[src/verilog/width_counter_map.svh]
`ifndef WIDTH_COUNTER_MAP_SVH
`define WIDTH_COUNTER_MAP_SVH
// ========================================
// Register byte offsets
`define OFS_MODE 8'h00
`define OFS_EDGE 8'h04
`define OFS_DATA 8'h08
`define OFS_COUNT 8'h0C
`define OFS_STATUS 8'h10
`define OFS_CLEAR 8'h14
`define OFS_START 8'h18
`define OFS_STOP 8'h1C
`define OFS_ENABLE 8'h20
// ========================================
// Reset values
`define RST_MODE 16'h0000
`define RST_EDGE 2'h0
`define RST_DATA 16'h0000
// ========================================
// Field positions
`define MD_MSB 4
`define MD_LSB 1
`define MD0_BIT 0
`define CKS_MSB 15
`define CKS_LSB 14
`define TRIG_BIT 0
// ========================================
// Counter values and codes
`define CNT_ZERO 16'h0000
`define CNT_ONE 16'h0001
`define CNT_FULL 16'hFFFF
`define MD_CAPGATE 4'hD
`define MD_GATECNT 4'hC
`define TIS_LOW 2'h2
`define TIS_HIGH 2'h3
`endif

[src/verilog/width_counter_pkg.sv]
// ========================================
// Shared types of the width counter
package width_counter_pkg;
  // Channel sequencing state
  typedef enum logic [1:0] {
    ST_STOPPED,
    ST_WAIT_FIRST,
    ST_COUNTING,
    ST_PAUSED
  } chan_state_t;
  // Counter word
  typedef logic [15:0] count_t;
endpackage
[src/verilog/edge_evt_if.sv]
// ========================================
// Sampled pin events on the operation clock
interface edge_evt_if;
  logic tick; // Operation clock enable pulse
  logic rise; // Rising edge seen at a tick
  logic fall; // Falling edge seen at a tick
  modport det (output tick, output rise, output fall);
  modport use_side (input tick, input rise, input fall);
endinterface

[src/verilog/op_clock_gen.sv]
// ========================================
// Four prescaled enables, one selected
module op_clock_gen #(
  parameter int EXP_A = 0,
  parameter int EXP_B = 2,
  parameter int EXP_C = 4,
  parameter int EXP_D = 6
) (
  // Clock and reset
  input wire logic clk,
  input wire logic rst_n,
  // Selection and tick
  input wire logic [1:0] sel,
  output logic tick
);
  logic [7:0] div_q; // Free running divider
  logic tick_q; // Selected enable

  // True once every 2**e cycles
  function automatic logic tick_of(input logic [7:0] c, input int e);
    logic [7:0] m;
    m = 8'((32'h1 << e) - 32'h1);
    return &(c | ~m);
  endfunction

  // Divider counts every cycle
  always_ff @(posedge clk) begin
    if (!rst_n) begin
      div_q <= 8'h00;
    end else begin
      div_q <= div_q + 8'h01;
    end
  end

  // Pick the operation clock
  always_ff @(posedge clk) begin
    if (!rst_n) begin
      tick_q <= 1'b0;
    end else begin
      unique case (sel)
        2'h0: tick_q <= tick_of(div_q, EXP_A);
        2'h1: tick_q <= tick_of(div_q, EXP_B);
        2'h2: tick_q <= tick_of(div_q, EXP_C);
        2'h3: tick_q <= tick_of(div_q, EXP_D);
      endcase
    end
  end

  assign tick = tick_q;
endmodule

[src/verilog/pin_edge_detect.sv]
// ========================================
// Pin synchroniser and edge detector
module pin_edge_detect (
  // Clock and reset
  input wire logic clk,
  input wire logic rst_n,
  // Pin and enable
  input wire logic pin,
  input wire logic tick,
  // Events out
  edge_evt_if.det evt
);
  logic s1_q, s2_q; // Two-flop synchroniser
  logic samp_q; // Last sample at a tick
  logic tick_q, rise_q, fall_q; // Aligned events

  // Bring the pin into the clock domain
  always_ff @(posedge clk) begin
    if (!rst_n) begin
      s1_q <= 1'b0;
      s2_q <= 1'b0;
    end else begin
      s1_q <= pin;
      s2_q <= s1_q;
    end
  end

  // Sample only on the operation clock
  always_ff @(posedge clk) begin
    if (!rst_n) begin
      samp_q <= 1'b0;
      tick_q <= 1'b0;
      rise_q <= 1'b0;
      fall_q <= 1'b0;
    end else begin
      tick_q <= tick;
      rise_q <= tick && s2_q && !samp_q;
      fall_q <= tick && !s2_q && samp_q;
      if (tick) begin
        samp_q <= s2_q;
      end
    end
  end

  assign evt.tick = tick_q;
  assign evt.rise = rise_q;
  assign evt.fall = fall_q;

  // Edges only appear with a tick
  edge_on_tick_a: assert property (@(posedge clk) disable iff (!rst_n)
    (rise_q || fall_q) |-> tick_q && !(rise_q && fall_q))
    else $error("edge pulse outside operation tick");
endmodule

[src/verilog/width_counter.sv]
// Chosen here: register access over Avalon-MM and the register offsets.
`include "width_counter_map.svh"
module width_counter
  import width_counter_pkg::*;
(
  // Clock and reset
  input wire logic clk,
  input wire logic rst_n,
  // Avalon-MM slave
  input wire logic [7:0] address,
  input wire logic read,
  input wire logic write,
  input wire logic [31:0] writedata,
  input wire logic [3:0] byteenable,
  output logic [31:0] readdata,
  output logic waitrequest,
  // Timer pin and event
  input wire logic timer_input_pin,
  output logic channel_interrupt
);
  // ========================================
  // Declarations
  logic waitrequest_q; // Bus stall, low one cycle
  logic [31:0] readdata_q; // Latched read word
  logic [31:0] rdata_d; // Read mux
  logic [15:0] mode_q; // Channel mode config
  logic [1:0] edgecfg_q; // Edge select field
  count_t cdr_q; // Channel data register
  count_t cnt_q; // Channel counter
  logic ovf_q; // Overflow flag
  logic enable_q; // Channel enable status
  chan_state_t state_q; // Sequencing state
  logic irq_q; // Interrupt pulse
  logic acc; // Request accepted this edge
  logic wr_acc; // Write accepted this edge
  logic start_wr; // Start trigger written
  logic stop_wr; // Stop trigger written
  logic clr_wr; // Overflow clear written
  logic [3:0] md; // Operation mode field
  logic cap_mode; // Capture-and-gate selected
  logic gate_mode; // Gate-count selected
  logic start_ev; // Valid start edge
  logic stop_ev; // Valid stop edge
  logic cap_ev; // Capture this cycle
  logic wrap_ev; // Up-count wraps at full
  logic under_ev; // Down-count hits zero
  logic op_tick; // Operation clock pulse

  edge_evt_if evt ();

  // ========================================
  // Helpers
  // Merge bytes of a 16-bit register
  function automatic logic [15:0] merge16(input logic [15:0] old,
                                          input logic [31:0] wd,
                                          input logic [3:0] be);
    logic [15:0] r;
    r = old;
    if (be[0]) begin
      r[7:0] = wd[7:0];
    end
    if (be[1]) begin
      r[15:8] = wd[15:8];
    end
    return r;
  endfunction

  // Is a trigger bit written to one; every operand is an argument so callers re-evaluate
  function automatic logic trig_hit(input logic hit, input logic [7:0] a,
                                    input logic [7:0] ofs, input logic [3:0] be,
                                    input logic [31:0] wd);
    return hit && (a == ofs) && be[0] && wd[`TRIG_BIT];
  endfunction

  // ========================================
  // Operation clock and pin edges
  op_clock_gen u_clk (
    .clk(clk),
    .rst_n(rst_n),
    .sel(mode_q[`CKS_MSB:`CKS_LSB]),
    .tick(op_tick)
  );

  pin_edge_detect u_edge (
    .clk(clk),
    .rst_n(rst_n),
    .pin(timer_input_pin),
    .tick(op_tick),
    .evt(evt)
  );

  // ========================================
  // Bus slave
  // Accept at the edge where waitrequest is low
  assign acc = (read || write) && !waitrequest_q;
  assign wr_acc = write && acc;
  assign start_wr = trig_hit(wr_acc, address, `OFS_START, byteenable, writedata);
  assign stop_wr = trig_hit(wr_acc, address, `OFS_STOP, byteenable, writedata);
  assign clr_wr = trig_hit(wr_acc, address, `OFS_CLEAR, byteenable, writedata);

  // One wait cycle, then a single-cycle answer
  always_ff @(posedge clk) begin
    if (!rst_n) begin
      waitrequest_q <= 1'b1;
    end else if ((read || write) && waitrequest_q) begin
      waitrequest_q <= 1'b0;
    end else begin
      waitrequest_q <= 1'b1;
    end
  end

  // Read mux; trigger and clear words read zero
  always_comb begin
    rdata_d = 32'h0000_0000;
    unique case (address)
      `OFS_MODE: rdata_d[15:0] = mode_q;
      `OFS_EDGE: rdata_d[1:0] = edgecfg_q;
      `OFS_DATA: rdata_d[15:0] = cdr_q;
      `OFS_COUNT: rdata_d[15:0] = cnt_q;
      `OFS_STATUS: rdata_d[0] = ovf_q;
      `OFS_ENABLE: rdata_d[0] = enable_q;
      default: rdata_d = 32'h0000_0000;
    endcase
  end

  // Read data captured while stalled
  always_ff @(posedge clk) begin
    if (!rst_n) begin
      readdata_q <= 32'h0000_0000;
    end else if (read && waitrequest_q) begin
      readdata_q <= rdata_d;
    end
  end

  // ========================================
  // Configuration registers
  // Mode and edge select written by software
  always_ff @(posedge clk) begin
    if (!rst_n) begin
      mode_q <= `RST_MODE;
      edgecfg_q <= `RST_EDGE;
    end else if (wr_acc) begin
      if (address == `OFS_MODE) begin
        mode_q <= merge16(mode_q, writedata, byteenable);
      end
      if (address == `OFS_EDGE && byteenable[0]) begin
        edgecfg_q <= writedata[1:0];
      end
    end
  end

  // ========================================
  // Mode and edge decoding
  assign md = mode_q[`MD_MSB:`MD_LSB];
  assign cap_mode = (md == `MD_CAPGATE);
  assign gate_mode = (md == `MD_GATECNT);

  // Start and stop edges per edge select
  always_comb begin
    start_ev = 1'b0;
    stop_ev = 1'b0;
    if (edgecfg_q == `TIS_HIGH) begin
      start_ev = evt.rise;
      stop_ev = evt.fall;
    end else if (edgecfg_q == `TIS_LOW) begin
      start_ev = evt.fall;
      stop_ev = evt.rise;
    end
  end

  // Counting events in the running state
  assign cap_ev = (state_q == ST_COUNTING) && cap_mode && stop_ev;
  assign wrap_ev = (state_q == ST_COUNTING) && cap_mode &&
                   evt.tick && (cnt_q == `CNT_FULL);
  assign under_ev = (state_q == ST_COUNTING) && gate_mode &&
                    evt.tick && !stop_ev && (cnt_q == `CNT_ZERO);

  // ========================================
  // Channel sequencing
  // Enable follows the triggers; stop wins
  always_ff @(posedge clk) begin
    if (!rst_n) begin
      enable_q <= 1'b0;
    end else if (stop_wr) begin
      enable_q <= 1'b0;
    end else if (start_wr) begin
      enable_q <= 1'b1;
    end
  end

  // State walks wait, count, pause
  always_ff @(posedge clk) begin
    if (!rst_n) begin
      state_q <= ST_STOPPED;
    end else if (stop_wr) begin
      state_q <= ST_STOPPED;
    end else if (start_wr) begin
      state_q <= ST_WAIT_FIRST;
    end else begin
      unique case (state_q)
        ST_STOPPED: state_q <= ST_STOPPED;
        ST_WAIT_FIRST: begin
          if (start_ev && (cap_mode || gate_mode)) begin
            state_q <= ST_COUNTING;
          end
        end
        ST_COUNTING: begin
          if (stop_ev) begin
            state_q <= ST_PAUSED;
          end
        end
        ST_PAUSED: begin
          if (start_ev) begin
            state_q <= ST_COUNTING;
          end
        end
      endcase
    end
  end

  // ========================================
  // Counter
  // Holds unless loaded at the first start edge or counting at a tick
  always_ff @(posedge clk) begin
    if (!rst_n) begin
      cnt_q <= `CNT_ZERO;
    end else if (!stop_wr && !start_wr) begin
      unique case (state_q)
        ST_WAIT_FIRST: begin
          if (start_ev && cap_mode) begin
            cnt_q <= `CNT_ZERO;
          end else if (start_ev && gate_mode) begin
            cnt_q <= `CNT_FULL;
          end
        end
        ST_COUNTING: begin
          if (cap_mode && evt.tick) begin
            cnt_q <= cnt_q + `CNT_ONE;
          end else if (gate_mode && evt.tick && !stop_ev) begin
            if (under_ev) begin
              cnt_q <= `CNT_FULL;
            end else begin
              cnt_q <= cnt_q - `CNT_ONE;
            end
          end
        end
        default: cnt_q <= cnt_q;
      endcase
    end
  end

  // ========================================
  // Data register
  // Capture wins over a software write
  always_ff @(posedge clk) begin
    if (!rst_n) begin
      cdr_q <= `RST_DATA;
    end else if (cap_ev) begin
      cdr_q <= cnt_q;
    end else if (wr_acc && address == `OFS_DATA) begin
      cdr_q <= merge16(cdr_q, writedata, byteenable);
    end
  end

  // ========================================
  // Overflow flag
  // Set beats clear in the same cycle
  always_ff @(posedge clk) begin
    if (!rst_n) begin
      ovf_q <= 1'b0;
    end else if (wrap_ev) begin
      ovf_q <= 1'b1;
    end else if (clr_wr) begin
      ovf_q <= 1'b0;
    end
  end

  // ========================================
  // Interrupt
  // Pulse on capture, underflow, or start
  always_ff @(posedge clk) begin
    if (!rst_n) begin
      irq_q <= 1'b0;
    end else begin
      irq_q <= cap_ev || under_ev ||
               (start_wr && mode_q[`MD0_BIT]);
    end
  end

  // ========================================
  // Outputs
  assign readdata = readdata_q;
  assign waitrequest = waitrequest_q;
  assign channel_interrupt = irq_q;

  // ========================================
  // Checks
  start_enable_a: assert property (@(posedge clk) disable iff (!rst_n)
    start_wr && !stop_wr |=> enable_q && state_q == ST_WAIT_FIRST)
    else $error("start trigger did not enable");

  first_clear_a: assert property (@(posedge clk) disable iff (!rst_n)
    state_q == ST_WAIT_FIRST && start_ev && cap_mode && !start_wr && !stop_wr
    |=> cnt_q == `CNT_ZERO && state_q == ST_COUNTING)
    else $error("first start edge did not clear");

  resume_value_a: assert property (@(posedge clk) disable iff (!rst_n)
    state_q == ST_PAUSED && start_ev && !start_wr && !stop_wr
    |=> cnt_q == $past(cnt_q) && state_q == ST_COUNTING)
    else $error("resume lost the stop value");

  capture_copy_a: assert property (@(posedge clk) disable iff (!rst_n)
    cap_ev && !start_wr && !stop_wr
    |=> cdr_q == $past(cnt_q) && irq_q && cnt_q == $past(cnt_q) + `CNT_ONE)
    else $error("capture wrong");

  pause_hold_a: assert property (@(posedge clk) disable iff (!rst_n)
    state_q == ST_PAUSED && !start_ev && !start_wr |=> $stable(cnt_q))
    else $error("paused counter moved");

  wrap_flag_a: assert property (@(posedge clk) disable iff (!rst_n)
    wrap_ev && !start_wr && !stop_wr |=> ovf_q && cnt_q == `CNT_ZERO)
    else $error("overflow not flagged");

  stop_hold_a: assert property (@(posedge clk) disable iff (!rst_n)
    stop_wr |=> !enable_q && $stable(cnt_q) ##1 $stable(cnt_q))
    else $error("stop did not hold counter");

  stopped_ignore_a: assert property (@(posedge clk) disable iff (!rst_n)
    state_q == ST_STOPPED && !start_wr |=> $stable(cnt_q) && !irq_q)
    else $error("stopped channel reacted");

  gate_load_a: assert property (@(posedge clk) disable iff (!rst_n)
    state_q == ST_WAIT_FIRST && start_ev && gate_mode && !start_wr && !stop_wr
    |=> cnt_q == `CNT_FULL)
    else $error("gate mode did not load full");

  underflow_a: assert property (@(posedge clk) disable iff (!rst_n)
    under_ev && !start_wr && !stop_wr |=> irq_q && cnt_q == `CNT_FULL)
    else $error("underflow missed");

  no_start_irq_a: assert property (@(posedge clk) disable iff (!rst_n)
    start_wr && !mode_q[`MD0_BIT] |=> !irq_q)
    else $error("start raised interrupt");

  ovf_sticky_a: assert property (@(posedge clk) disable iff (!rst_n)
    ovf_q && !clr_wr |=> ovf_q)
    else $error("overflow flag dropped");
endmodule

[config.mk]
export PLATFORM = sky130hd
export DESIGN_NAME = width_counter
export DESIGN_NICKNAME = d
export VERILOG_FILES = /design/src/verilog/width_counter_pkg.sv /design/src/verilog/edge_evt_if.sv /design/src/verilog/op_clock_gen.sv /design/src/verilog/pin_edge_detect.sv /design/src/verilog/width_counter.sv
export VERILOG_INCLUDE_DIRS = /design/src /design/src/verilog
export SDC_FILE = /design/constraint.sdc
export NUM_CORES = 1
export LEC_CHECK = 0
export ABC_AREA = 1
export BUFFER_PORTS_ARGS = -buffer_cell sky130_fd_sc_hd__buf_2
export CAP_MARGIN = 20
export CORE_ASPECT_RATIO = 1.2
export CORE_UTILIZATION = 34
export CTS_CLUSTER_DIAMETER = 80
export DETAILED_ROUTE_END_ITERATION = 8
export GPL_TIMING_DRIVEN = 0
export PLACE_DENSITY = 0.63
export SETUP_SLACK_MARGIN = 0.02
export SLEW_MARGIN = 20
export SYNTH_ARGS = -nofsm -noshare
export SYNTH_HDL_FRONTEND = slang
export SYNTH_SLANG_ARGS = --single-unit
[constraint.sdc]
create_clock -name clk -period 1.5 [get_ports clk]
set_input_delay 0.15 -clock clk [delete_from_list [all_inputs] [get_ports clk]]
set_output_delay 0.15 -clock clk [all_outputs]
set_load 0.03 [all_outputs]
==> reports/results.tsv, run 1 <==
stage	metric	value	unit
outcome	status	finished with violations	
outcome	violations	setup timing	
global_route	grt_antenna_before_repair	0	
floorplanning	die_y	135	µm
detailed_routing	routed_wl	18000	µm
power_and_ir_drop	powerDensity	1620	nW/µm²
timing	setup_ws	-0.138	ns
min_path	hold_start	write	
detailed_routing	via_count	5701	
layout	layout-drive-gt1-share	39.7	%
synthesis	syn_area	5050	µm²
timing	drv_slew	0	
detailed_routing	viasPerCell	5.20	
layout	syn_to_final_growth	44.1	%
layout	fin_area	7270	µm²
floorplanning	io_pins	83	
timing	hold_viol	0	
clock_network	htree_levels	3	
power_and_ir_drop	clkPwrFrac	19.9	%
power_and_ir_drop	p_sw	5.30	mW
detailed_routing	drc	0	
floorplanning	core-area	14500	µm²
timing	finalCriticalPeriod	1.64	ns
layout	fin_cells	1096	
critical_path	r2r_end	cnt_q[6]	
timing	final-setup-viol-count	34	
global_route	grt_max_degree	17	
clock_network	root_buffer	clkbuf_16	
floorplanning	start_util	34.9	%
synthesis	ys_seq_elements	85	
critical_path	reg2regPathDepth	12	
timing	tightest_slew	0.668	ns
layout	fin_nets	949	
global_route	grt_usage	22.9	%
global_route	grt_pass1_wl	27100	µm
layout	fin_util	50.3	%
timing	fmax	0.611	GHz
global_route	grt_overflow	0	
layout	insertedDiodeCount	0	
detailed_routing	wl_per_cell	16.5	µm
power_and_ir_drop	finalPower	11.8	mW
critical_path	crit_chain	nor2_4 > nand2_4 > nor2_4 > nand3_4 > nand2_4 > nor2_8 > buf_12 > nand2_8 > buf_8 > nand2_2 > nand2_2 > a21oi_2	
synthesis	synth_cells	762	
global_route	grt_pass1_vias	5322	
synthesis	yosysWarnings	0	
synthesis	synth_area_per_cell	6.63	µm²
floorplanning	die_w	113	µm
timing	rsz0062_at_grt	yes	
critical_path	timing.rr.start	waitrequest	
critical_path	path_class	flop to flop	
power_and_ir_drop	internal-power	6.45	mW
critical_path	rrSetupSlack	-0.14	ns
clock_network	cts_tree	yes	
power_and_ir_drop	swShare	45.1	%
power_and_ir_drop	seq_power_share	25.5	%
clock_network	cts_buffers	9	
min_path	worstHoldEndpoint	waitrequest	
clock_network	clock_latency	0.35	ns
critical_path	cpMaxStageDelayCell	dfxtp_4	
floorplanning	die_area	15300	µm²
critical_path	worst_ep_arrival_time	1.88	ns
place	io_buffers	47	
place	postPlaceCellArea	5650	µm²
timing	relSlewSlack	55.4	%
timing	period_share	109	%
place	gp_congestion	0.934	
min_path	hold_path_class	input port to flop	
run	drv_cap	0	
min_path	whs_path_depth	2	
critical_path	cp-start-kind	flop	
detailed_routing	dr.pass1.iters	6	
critical_path	critical_path_required	1.74	ns
clock_network	clock-sinks	85	
detailed_routing	drt_iter0_drc	544	
power_and_ir_drop	combPwrFrac	54.6	%
critical_path	worstPathMaxFanout	5	
synthesis	synth_cell_types	37	
place	dpl.hpwl	11500	µm
power_and_ir_drop	peakVddDrop	0.000739	V
power_and_ir_drop	p_leak	3.20	nW
floorplanning	rows	48	
clock_network	clk_pin_slew	0.07	ns
place	dp_cells	1024	
synthesis	seq_area_frac_synth	33.7	%
timing	finClkSkew	0.00924	ns
clock_network	cts_buffer_depth	2	
critical_path	slowest_delay	0.36	ns
critical_path	crit_path_end_kind	flop	
detailed_routing	postRouteAntennaNets	0	
==> worst max-delay path by stage <==
| stage | start | end | slack (ns) | depth (start not counted) |
|---|---|---|---|---|
| finish | waitrequest | cnt_q[6] | -0.14 | 12 |
| global route | cnt_q[4] | cnt_q[5] | -0.23 | 8 |
| CTS | mode_q[4] | cnt_q[3] | -0.11 | 11 |
| detailed placement | state_q[0] | cdr_q[15] | -0.33 | 10 |
| global placement | cnt_q[0] | cnt_q[15] | -0.30 | 12 |
| floorplan | state_q[0] | cdr_q[7] | 0.03 | 10 |
==> worst max-delay path, delay by kind of cell (launching register included) <==
family	cells	cell delay [ns]
buffers and inverters	2	0.26
AND/OR/NAND/NOR	9	0.86
flip-flops	1	0.36
AO/OA/AOI/OAI	1	0.03
==> layout make-up <==
type / instances / area (µm²)
Sequential cell: 85 / 1750
Multi-Input combinational cell: 576 / 3530
Buffer: 40 / 300
Tap cell: 200 / 250
Fill cell: 1353 / 7200
Clock inverter: 7 / 80.1
Clock buffer: 9 / 225
Timing Repair Buffer: 104 / 803
Inverter: 75 / 342
==> metrics by stage <==
| step | worst slack (ns) | setup TNS (ns) | hold slack [ns] |
|---|---|---|---|
| after floorplan | 0.0297 | 0 | 0.248 |
| after global placement | -0.304 | -10.31 | 0.344 |
| after detailed placement | -0.326 | -10.81 | 0.342 |
| after CTS | -0.111 | -1.25 | 0.000717 |
| after global routing | -0.234 | -5.33 | 0.0145 |
| final | -0.138 | -3.09 | 0.00315 |
==> placed cells by master, fill, tap and decap left out, drive strengths merged <==
cell type	count
bufinv	1
nor4	2
o221ai	5
a21oi	42
clkinvlp	2
dfxtp	85
o31ai	1
o211ai	18
nand2	228
nand4	11
clkinv	7
nand3	48
nor3	24
ha	9
and2	1
a31oi	15
clkbuf	19
xnor2	1
buf	132
dlygate4sd3	2
o21ai	48
inv	72
nor2	98
xor2	9
conb	16
==> power by group through the flow <==
stage                     registers [mW]  logic [mW]  clock network (mW)
after global routing                3.03        6.90                2.43
final                               3.00        6.42                2.34
after floorplan                     2.78        3.29                   0
after CTS                           2.92        5.54                2.36
after global placement              2.90        4.14                   0
after detailed placement            2.90        4.14                   0
==> sequential cells by signal (all words and copies together), names as in the netlist, 2 cells and up <==
register,count
mode_q,16
cnt_q,16
cdr_q,16
edgecfg_q,2
u_clk.div_q,6
state_q,2
readdata,16
==> layer usage <==
metal | track usage, % | wire length [µm] | vias to the layer above
li1 | - | - | 2721
met1 | 27.1 | 7210 | 2653
met2 | 39.2 | 8810 | 253
met3 | 3.80 | 1040 | 74
met4 | 13.2 | 976 | 0
met5 | 0 | 0 | -
==> logic make-up after synthesis <==
logic type                 Yosys count  synth area share [%]
DFF                                 85                  33.7
xor gates and xnor gates            10                  1.73
AOI/OAI and AO/OA                  129                  15.5
and+or+nand+nor                    411                  36.1
buffers and inverters              117                  10.6
adders and majority gates            9                  2.23
other                                1                0.0743
==> repair_timing <==
action,in CTS,in global routing
endpoints found under the hold margin,2,0
hold buffers,2,0
setup buffers,40,14
setup endpoints to repair,52,54
cloned,6,0
gates resized for setup,139,107
pin swaps,36,41
==> synth_stat cells <==
library cell	n	share of area, %
nand3_2	5	0.99
ha_1	9	2.2
nand2_4	1	0.22
o21ai_0	42	4.2
clkinv_1	3	0.22
clkbuf_1	9	0.67
xnor2_1	1	0.17
nand2_1	219	16
nor4_1	2	0.25
dfxtp_1	85	34
nor2_8	1	0.40
nand4_1	11	1.4
xor2_1	9	1.6
buf_1	1	0.074
o221ai_1	5	0.87
nand2_2	8	0.99
nand3_4	1	0.35
nand3_1	41	4.1
buf_6	2	0.45
o31ai_1	1	0.15
o21ai_1	5	0.50
o211ai_1	18	2.7
buf_2	12	1.2
o21ai_4	1	0.32
nor3_2	3	0.59
conb_1	1	0.074
buf_4	18	2.7
nor3_1	21	2.1
inv_2	15	1.1
a21oi_2	11	1.9
nor2_2	9	1.1
and2_0	1	0.12
a21oi_1	31	3.1
inv_1	57	4.2
a31oi_1	15	1.9
nor2_1	83	6.2
nor2_4	5	1.1
Note: power is estimated with default switching activity, not from simulation.
==> run 2, diff against run 1 <==
- GPL_ROUTABILITY_DRIVEN: default -> 0
- PLACE_DENSITY: 0.63 -> 0.62
==> run 2 against run 1 <==
  * Critical path depth down 3
  * Die area is the same
  * Utilization down 1.3 points
  * The run still ends with setup timing left
  * Clock skew is 0.0012 ns higher
  * First-iteration DRC count shrank 3.9%
==> reports/results.tsv, run 2 (synthesized netlist as in run 1, its figures left out) <==
stage	metric	value	unit
place	io_buffers	47	
clock_network	clk_pin_slew	0.07	ns
critical_path	worstPathMaxFanout	10	
global_route	grt_overflow	0	
floorplanning	start_util	34.9	%
layout	fin_nets	940	
timing	setup_ws	-0.0851	ns
global_route	grt_antenna_before_repair	0	
critical_path	critPathTopFamily	simple AND/OR/NAND/NOR gates	
timing	finClkSkew	0.0105	ns
detailed_routing	drc	0	
timing	drv_slew	0	
clock_network	root_buffer	clkbuf_16	
power_and_ir_drop	p_leak	3.09	nW
place	dpl.hpwl	11700	µm
floorplanning	die_w	113	µm
layout	layout-drive-gt1-share	36.5	%
timing	final-setup-viol-count	22	
floorplanning	die_area	15300	µm²
timing	hold_viol	0	
clock_network	cts_buffers	9	
clock_network	cts_buffer_depth	2	
min_path	whs_path_depth	2	
timing	finalSetupTns	-1.19	ns
layout	final_cell_mix	196 x nand2_1, 65 x nor2_1, 65 x dfxtp_1, 52 x buf_2, 48 x buf_4	
layout	fill_cells	1388	
layout	syn_to_final_growth	40.4	%
critical_path	cp-start-kind	flop	
timing	period_share	106	%
timing	holdWs	0.0182	ns
critical_path	reg2regPathDepth	9	
critical_path	rrSetupSlack	-0.09	ns
critical_path	crit_chain	inv_4 > buf_6 > ha_4 > nand2_4 > nor2_8 > nand3_4 > inv_4 > buf_12 > a21oi_2	
clock_network	htree_levels	3	
global_route	grt_pass1_wl	26600	µm
critical_path	path_class	flop to flop	
critical_path	slowest_delay	0.36	ns
power_and_ir_drop	peakVddDrop	0.000766	V
critical_path	cpMaxStageDelayCell	dfxtp_4	
floorplanning	die_y	135	µm
critical_path	cp.depth	9	
critical_path	worst_ep_arrival_time	1.82	ns
min_path	hold_path_class	input port to flop	
power_and_ir_drop	finalPower	11.3	mW
critical_path	critical_path_required	1.73	ns
outcome	violations	setup timing	
detailed_routing	dr.pass1.iters	7	
place	dp_cells	1024	
global_route	grt_usage	22.3	%
layout	insertedDiodeCount	0	
power_and_ir_drop	powerDensity	1590	nW/µm²
floorplanning	core-area	14500	µm²
timing	rsz0062_at_grt	yes	
global_route	grt_pass1_vias	5216	
critical_path	crit_path_end_kind	flop	
detailed_routing	routed_wl	16900	µm
timing	finalCriticalPeriod	1.59	ns
detailed_routing	wl_per_cell	15.5	µm
global_route	grt_max_degree	16	
detailed_routing	postRouteAntennaNets	0	
run	drv_cap	0	
critical_path	critPathBufInv	4	
detailed_routing	viasPerCell	5.08	
outcome	status	finished with violations	
floorplanning	io_pins	83	
detailed_routing	drt_iter0_drc	523	
clock_network	clock_latency	0.35	ns
clock_network	cts_tree	yes	
layout	layout_commonest_cell	nand2_1	
detailed_routing	via_count	5525	
clock_network	clock-sinks	85	
timing	tightest_slew	0.653	ns
timing	relSlewSlack	56.5	%
timing	fmax	0.631	GHz
floorplanning	rows	48	
layout	fin_cells	1087	
critical_path	timing.critical_path.mode_cell	inv_4	
run 2: cell types whose count changed in the layout (fill, tap and decap cells not counted), sizes merged:
cell         change
buf             -10
clkbuf           +3
clkinv           -1
dlygate4sd3      -1
run 2: layout make-up:
class	instances	area, µm²	share of cell area [%]
multi-input cells	576	3440	48.5
flip-flops and latches	85	1750	24.6
repair buffers	95	708	9.99
inverters	75	330	4.66
plain buffers	40	305	4.31
well taps	200	250	3.53
clock buffers	10	239	3.37
clock inverters	6	71.3	1.01
run 2: where the power goes:
part	switching, mW	total (mW)	leakage [nW]	internal, mW
combinational	3.58	5.92	2.25	2.34
clock	0.980	2.33	0.145	1.35
sequential	0.470	3.03	0.700	2.56
total	5.03	11.3	3.09	6.24
run 2: final timing paths:
| path | from | to |
|---|---|---|
| max | state_q[0] | cnt_q[10] |
| min | write | waitrequest |
| max reg2reg | state_q[0] | cnt_q[10] |
| min reg2reg | u_edge.samp_q | u_edge.evt.rise |
run 2: routing by layer:
| metal | vias up | part of all wire [%] | wire length (µm) | track usage (%) |
|---|---|---|---|---|
| met1 | 2553 | 41 | 6870 | 26.6 |
| li1 | 2707 | - | - | - |
| met3 | 55 | 5.0 | 839 | 2.64 |
| met2 | 210 | 49 | 8340 | 38.7 |
| met4 | 0 | 4.9 | 828 | 13.0 |
| met5 | - | 0 | 0 | 0 |
run 2: per-stage QoR:
step | instance area, µm² | setup WS [ns] | utilization, %
CTS | 6670 | -0.0528 | 46.1
detailed placement | 5650 | -0.343 | 39.0
global placement | 5650 | -0.338 | 39.0
floorplan | 5160 | 0.0297 | -
finish | 7090 | -0.0851 | 49.0
global route | 7090 | -0.156 | 49.0
run 2: worst register-to-register path, stage by stage, from the launching register on:
cell and delay (ns):
dfxtp_4 0.36, inv_4 0.04, buf_6 0.11, ha_4 0.26
nand2_4 0.07, nor2_8 0.17, nand3_4 0.16, inv_4 0.11
buf_12 0.14, a21oi_2 0.06
run 2: what timing repair did:
action	in CTS	in global routing
pin swaps	28	36
resized for setup	118	98
hold buffers	1	0
buffers inserted	34	9
cloned	4	1
endpoints found under the setup margin	45	53
hold endpoints to repair	1	0
==> run 3, diff against run 2 <==
- CORE_ASPECT_RATIO: 1.2 -> 2
- PLACE_DENSITY: 0.62 -> 0.6
- clock period: 1.5 -> 1.8 ns (I/O delays scaled with it)
==> run 3 against run 2 <==
  * The run now ends clean
  * Worst setup slack gained 0.17 ns
  * Clock-buffer cell count unchanged
  * Critical endpoint is now ovf_q
  * Die area up 0.18%
  * Largest cell class unchanged
  * Via count down 4.0%
  * Largest power group unchanged
==> reports/results.tsv, run 3 (synthesized netlist as in run 1, its figures left out) <==
stage	metric	value	unit
outcome	status	completed	
layout	fill_cells	1613	
timing	finClkSkew	0.00735	ns
global_route	grt_usage	22.4	%
timing	relSlewSlack	53.9	%
critical_path	worst_ep_arrival_time	1.99	ns
timing	finalCriticalPeriod	1.71	ns
floorplanning	rows	62	
layout	layout-drive-gt1-share	25.5	%
power_and_ir_drop	combPwrFrac	48.0	%
floorplanning	start_util	35.0	%
critical_path	critPathTopFamily	buffers and inverters	
timing	final-setup-viol-count	0	
global_route	met1_usage	22.7	%
detailed_routing	postRouteAntennaNets	0	
critical_path	cp-start-kind	flop	
timing	hold_viol	0	
place	io_buffers	47	
global_route	grt.met2_usage	41.4	%
timing	rsz0062_at_grt	yes	
critical_path	critical_path_required	2.08	ns
clock_network	htree_levels	3	
power_and_ir_drop	internal-power	4.65	mW
timing	drv_slew	0	
critical_path	timing.rr.start	state_q[0]	
critical_path	crit_chain	inv_2 > ha_2 > buf_6 > clkinvlp_4 > buf_4 > nor4_4 > nand3_2 > a21oi_1	
critical_path	worstSetupStartpoint	state_q[0]	
floorplanning	io_pins	83	
layout	layout_commonest_cell	nand2_1	
detailed_routing	wl_per_cell	15.9	µm
detailed_routing	dr.pass1.iters	5	
global_route	grt_max_degree	17	
floorplanning	core-area	14400	µm²
power_and_ir_drop	powerDensity	1350	nW/µm²
critical_path	cpMaxStageDelayCell	dfxtp_2	
detailed_routing	drt_iter0_drc	288	
power_and_ir_drop	peakVddDrop	0.000510	V
clock_network	clock-sinks	85	
critical_path	crit_path_end_kind	flop	
clock_network	clk_pin_slew	0.07	ns
run	drv_cap	0	
clock_network	root_buffer	clkbuf_16	
timing	fmax	0.584	GHz
detailed_routing	viasPerCell	5.05	
layout	syn_to_final_growth	23.6	%
floorplanning	die_area	15400	µm²
timing	finalSetupTns	0	ns
min_path	hold_start	timer_input_pin	
min_path	hold_path_class	input port to flop	
detailed_routing	via_count	5304	
clock_network	cts_tree	yes	
critical_path	critPathBufInv	4	
floorplanning	die_w	88.2	µm
global_route	grt_antenna_before_repair	0	
clock_network	cts_buffer_depth	2	
layout	insertedDiodeCount	0	
layout	fin_nets	911	
clock_network	clock_latency	0.35	ns
power_and_ir_drop	swShare	44.9	%
power_and_ir_drop	p_sw	3.80	mW
clock_network	cts_buffers	9	
timing	setup_ws	0.0875	ns
floorplanning	die_y	174	µm
global_route	grt_pass1_vias	5007	
detailed_routing	drc	0	
power_and_ir_drop	clkPwrFrac	23.3	%
critical_path	worstPathMaxFanout	5	
critical_path	slowest_delay	0.33	ns
power_and_ir_drop	seq_power_share	28.7	%
place	dpl_worst_slack	-0.414	ns
critical_path	path_class	flop to flop	
global_route	grt-busiest-layer	met2	
place	dpl.hpwl	12900	µm
timing	tightest_slew	0.691	ns
global_route	grt_use_met3	3.09	%
global_route	grt_overflow	0	
detailed_routing	routed_wl	16700	µm
global_route	grt_pass1_wl	25700	µm
timing	period_share	95.1	%
power_and_ir_drop	p_leak	2.80	nW
layout	final_cell_mix	213 x nand2_1, 76 x nor2_1, 76 x dfxtp_1, 54 x buf_2, 48 x inv_1	
## run 3: final timing paths
check | end | slack [ns] | cells after the start
worst min-delay path | u_edge.s1_q | 0.008 | 3
worst max-delay path | ovf_q | 0.09 | 8
worst max register to register | ovf_q | 0.09 | 8
worst min register to register | u_edge.s2_q | 0.42 | 2
## run 3: tightest hold or removal path: cells and delay by family
family                 cells  cell delay (ns)
buffers and inverters      2             0.11
AND/OR/NAND/NOR            1             0.04
## run 3: through the flow
step / instance area [µm²] / cells / total power [mW] / hold slack, ns / util, %
floorplan: 5100 / 777 / 5.02 / 0.278 / -
global placement: 5580 / 1016 / 5.92 / 0.360 / 38.7
detailed placement: 5580 / 1016 / 5.93 / 0.366 / 38.7
CTS: 5970 / 1034 / 8.01 / 0.00216 / 41.4
global route: 6240 / 1050 / 8.99 / 0.0446 / 43.2
finish: 6240 / 1050 / 8.45 / 0.00814 / 43.2
## run 3: what timing repair did
action                                  4_1_cts  5_1_grt
gates cloned                                  0        2
gates resized for setup                      21       54
buffers inserted                              3       14
pin swaps                                     2       12
hold buffers                                  0        0
endpoints found under the setup margin       44       33
## run 3: cell type report
cell class              instances  area, µm²  area share [%]
plain buffers                  41        280            4.49
clock buffers                  10        239            3.83
clock inverters                 6       70.1            1.12
inverters                      75        308            4.93
multi-input cells             576       3010            48.3
flip-flops and latches         85       1720            27.5
well taps                     192        240            3.85
repair buffers                 64        367            5.88
repair inverters                1       5.00          0.0802
## run 3: routing by layer
layer / up-vias / wire length [µm]
met5: - / 0
met4: 0 / 1080
met3: 58 / 656
met2: 168 / 8910
met1: 2444 / 6070
li1: 2634 / -
## run 3: power groups by stage
stage / clock network, mW / registers, mW / logic, mW
2_1_floorplan: 0 / 2.31 / 2.71
3_3_place_gp: 0 / 2.40 / 3.52
3_5_place_dp: 0 / 2.40 / 3.53
4_1_cts: 1.99 / 2.36 / 3.66
5_1_grt: 2.08 / 2.45 / 4.46
6_report: 1.97 / 2.42 / 4.05
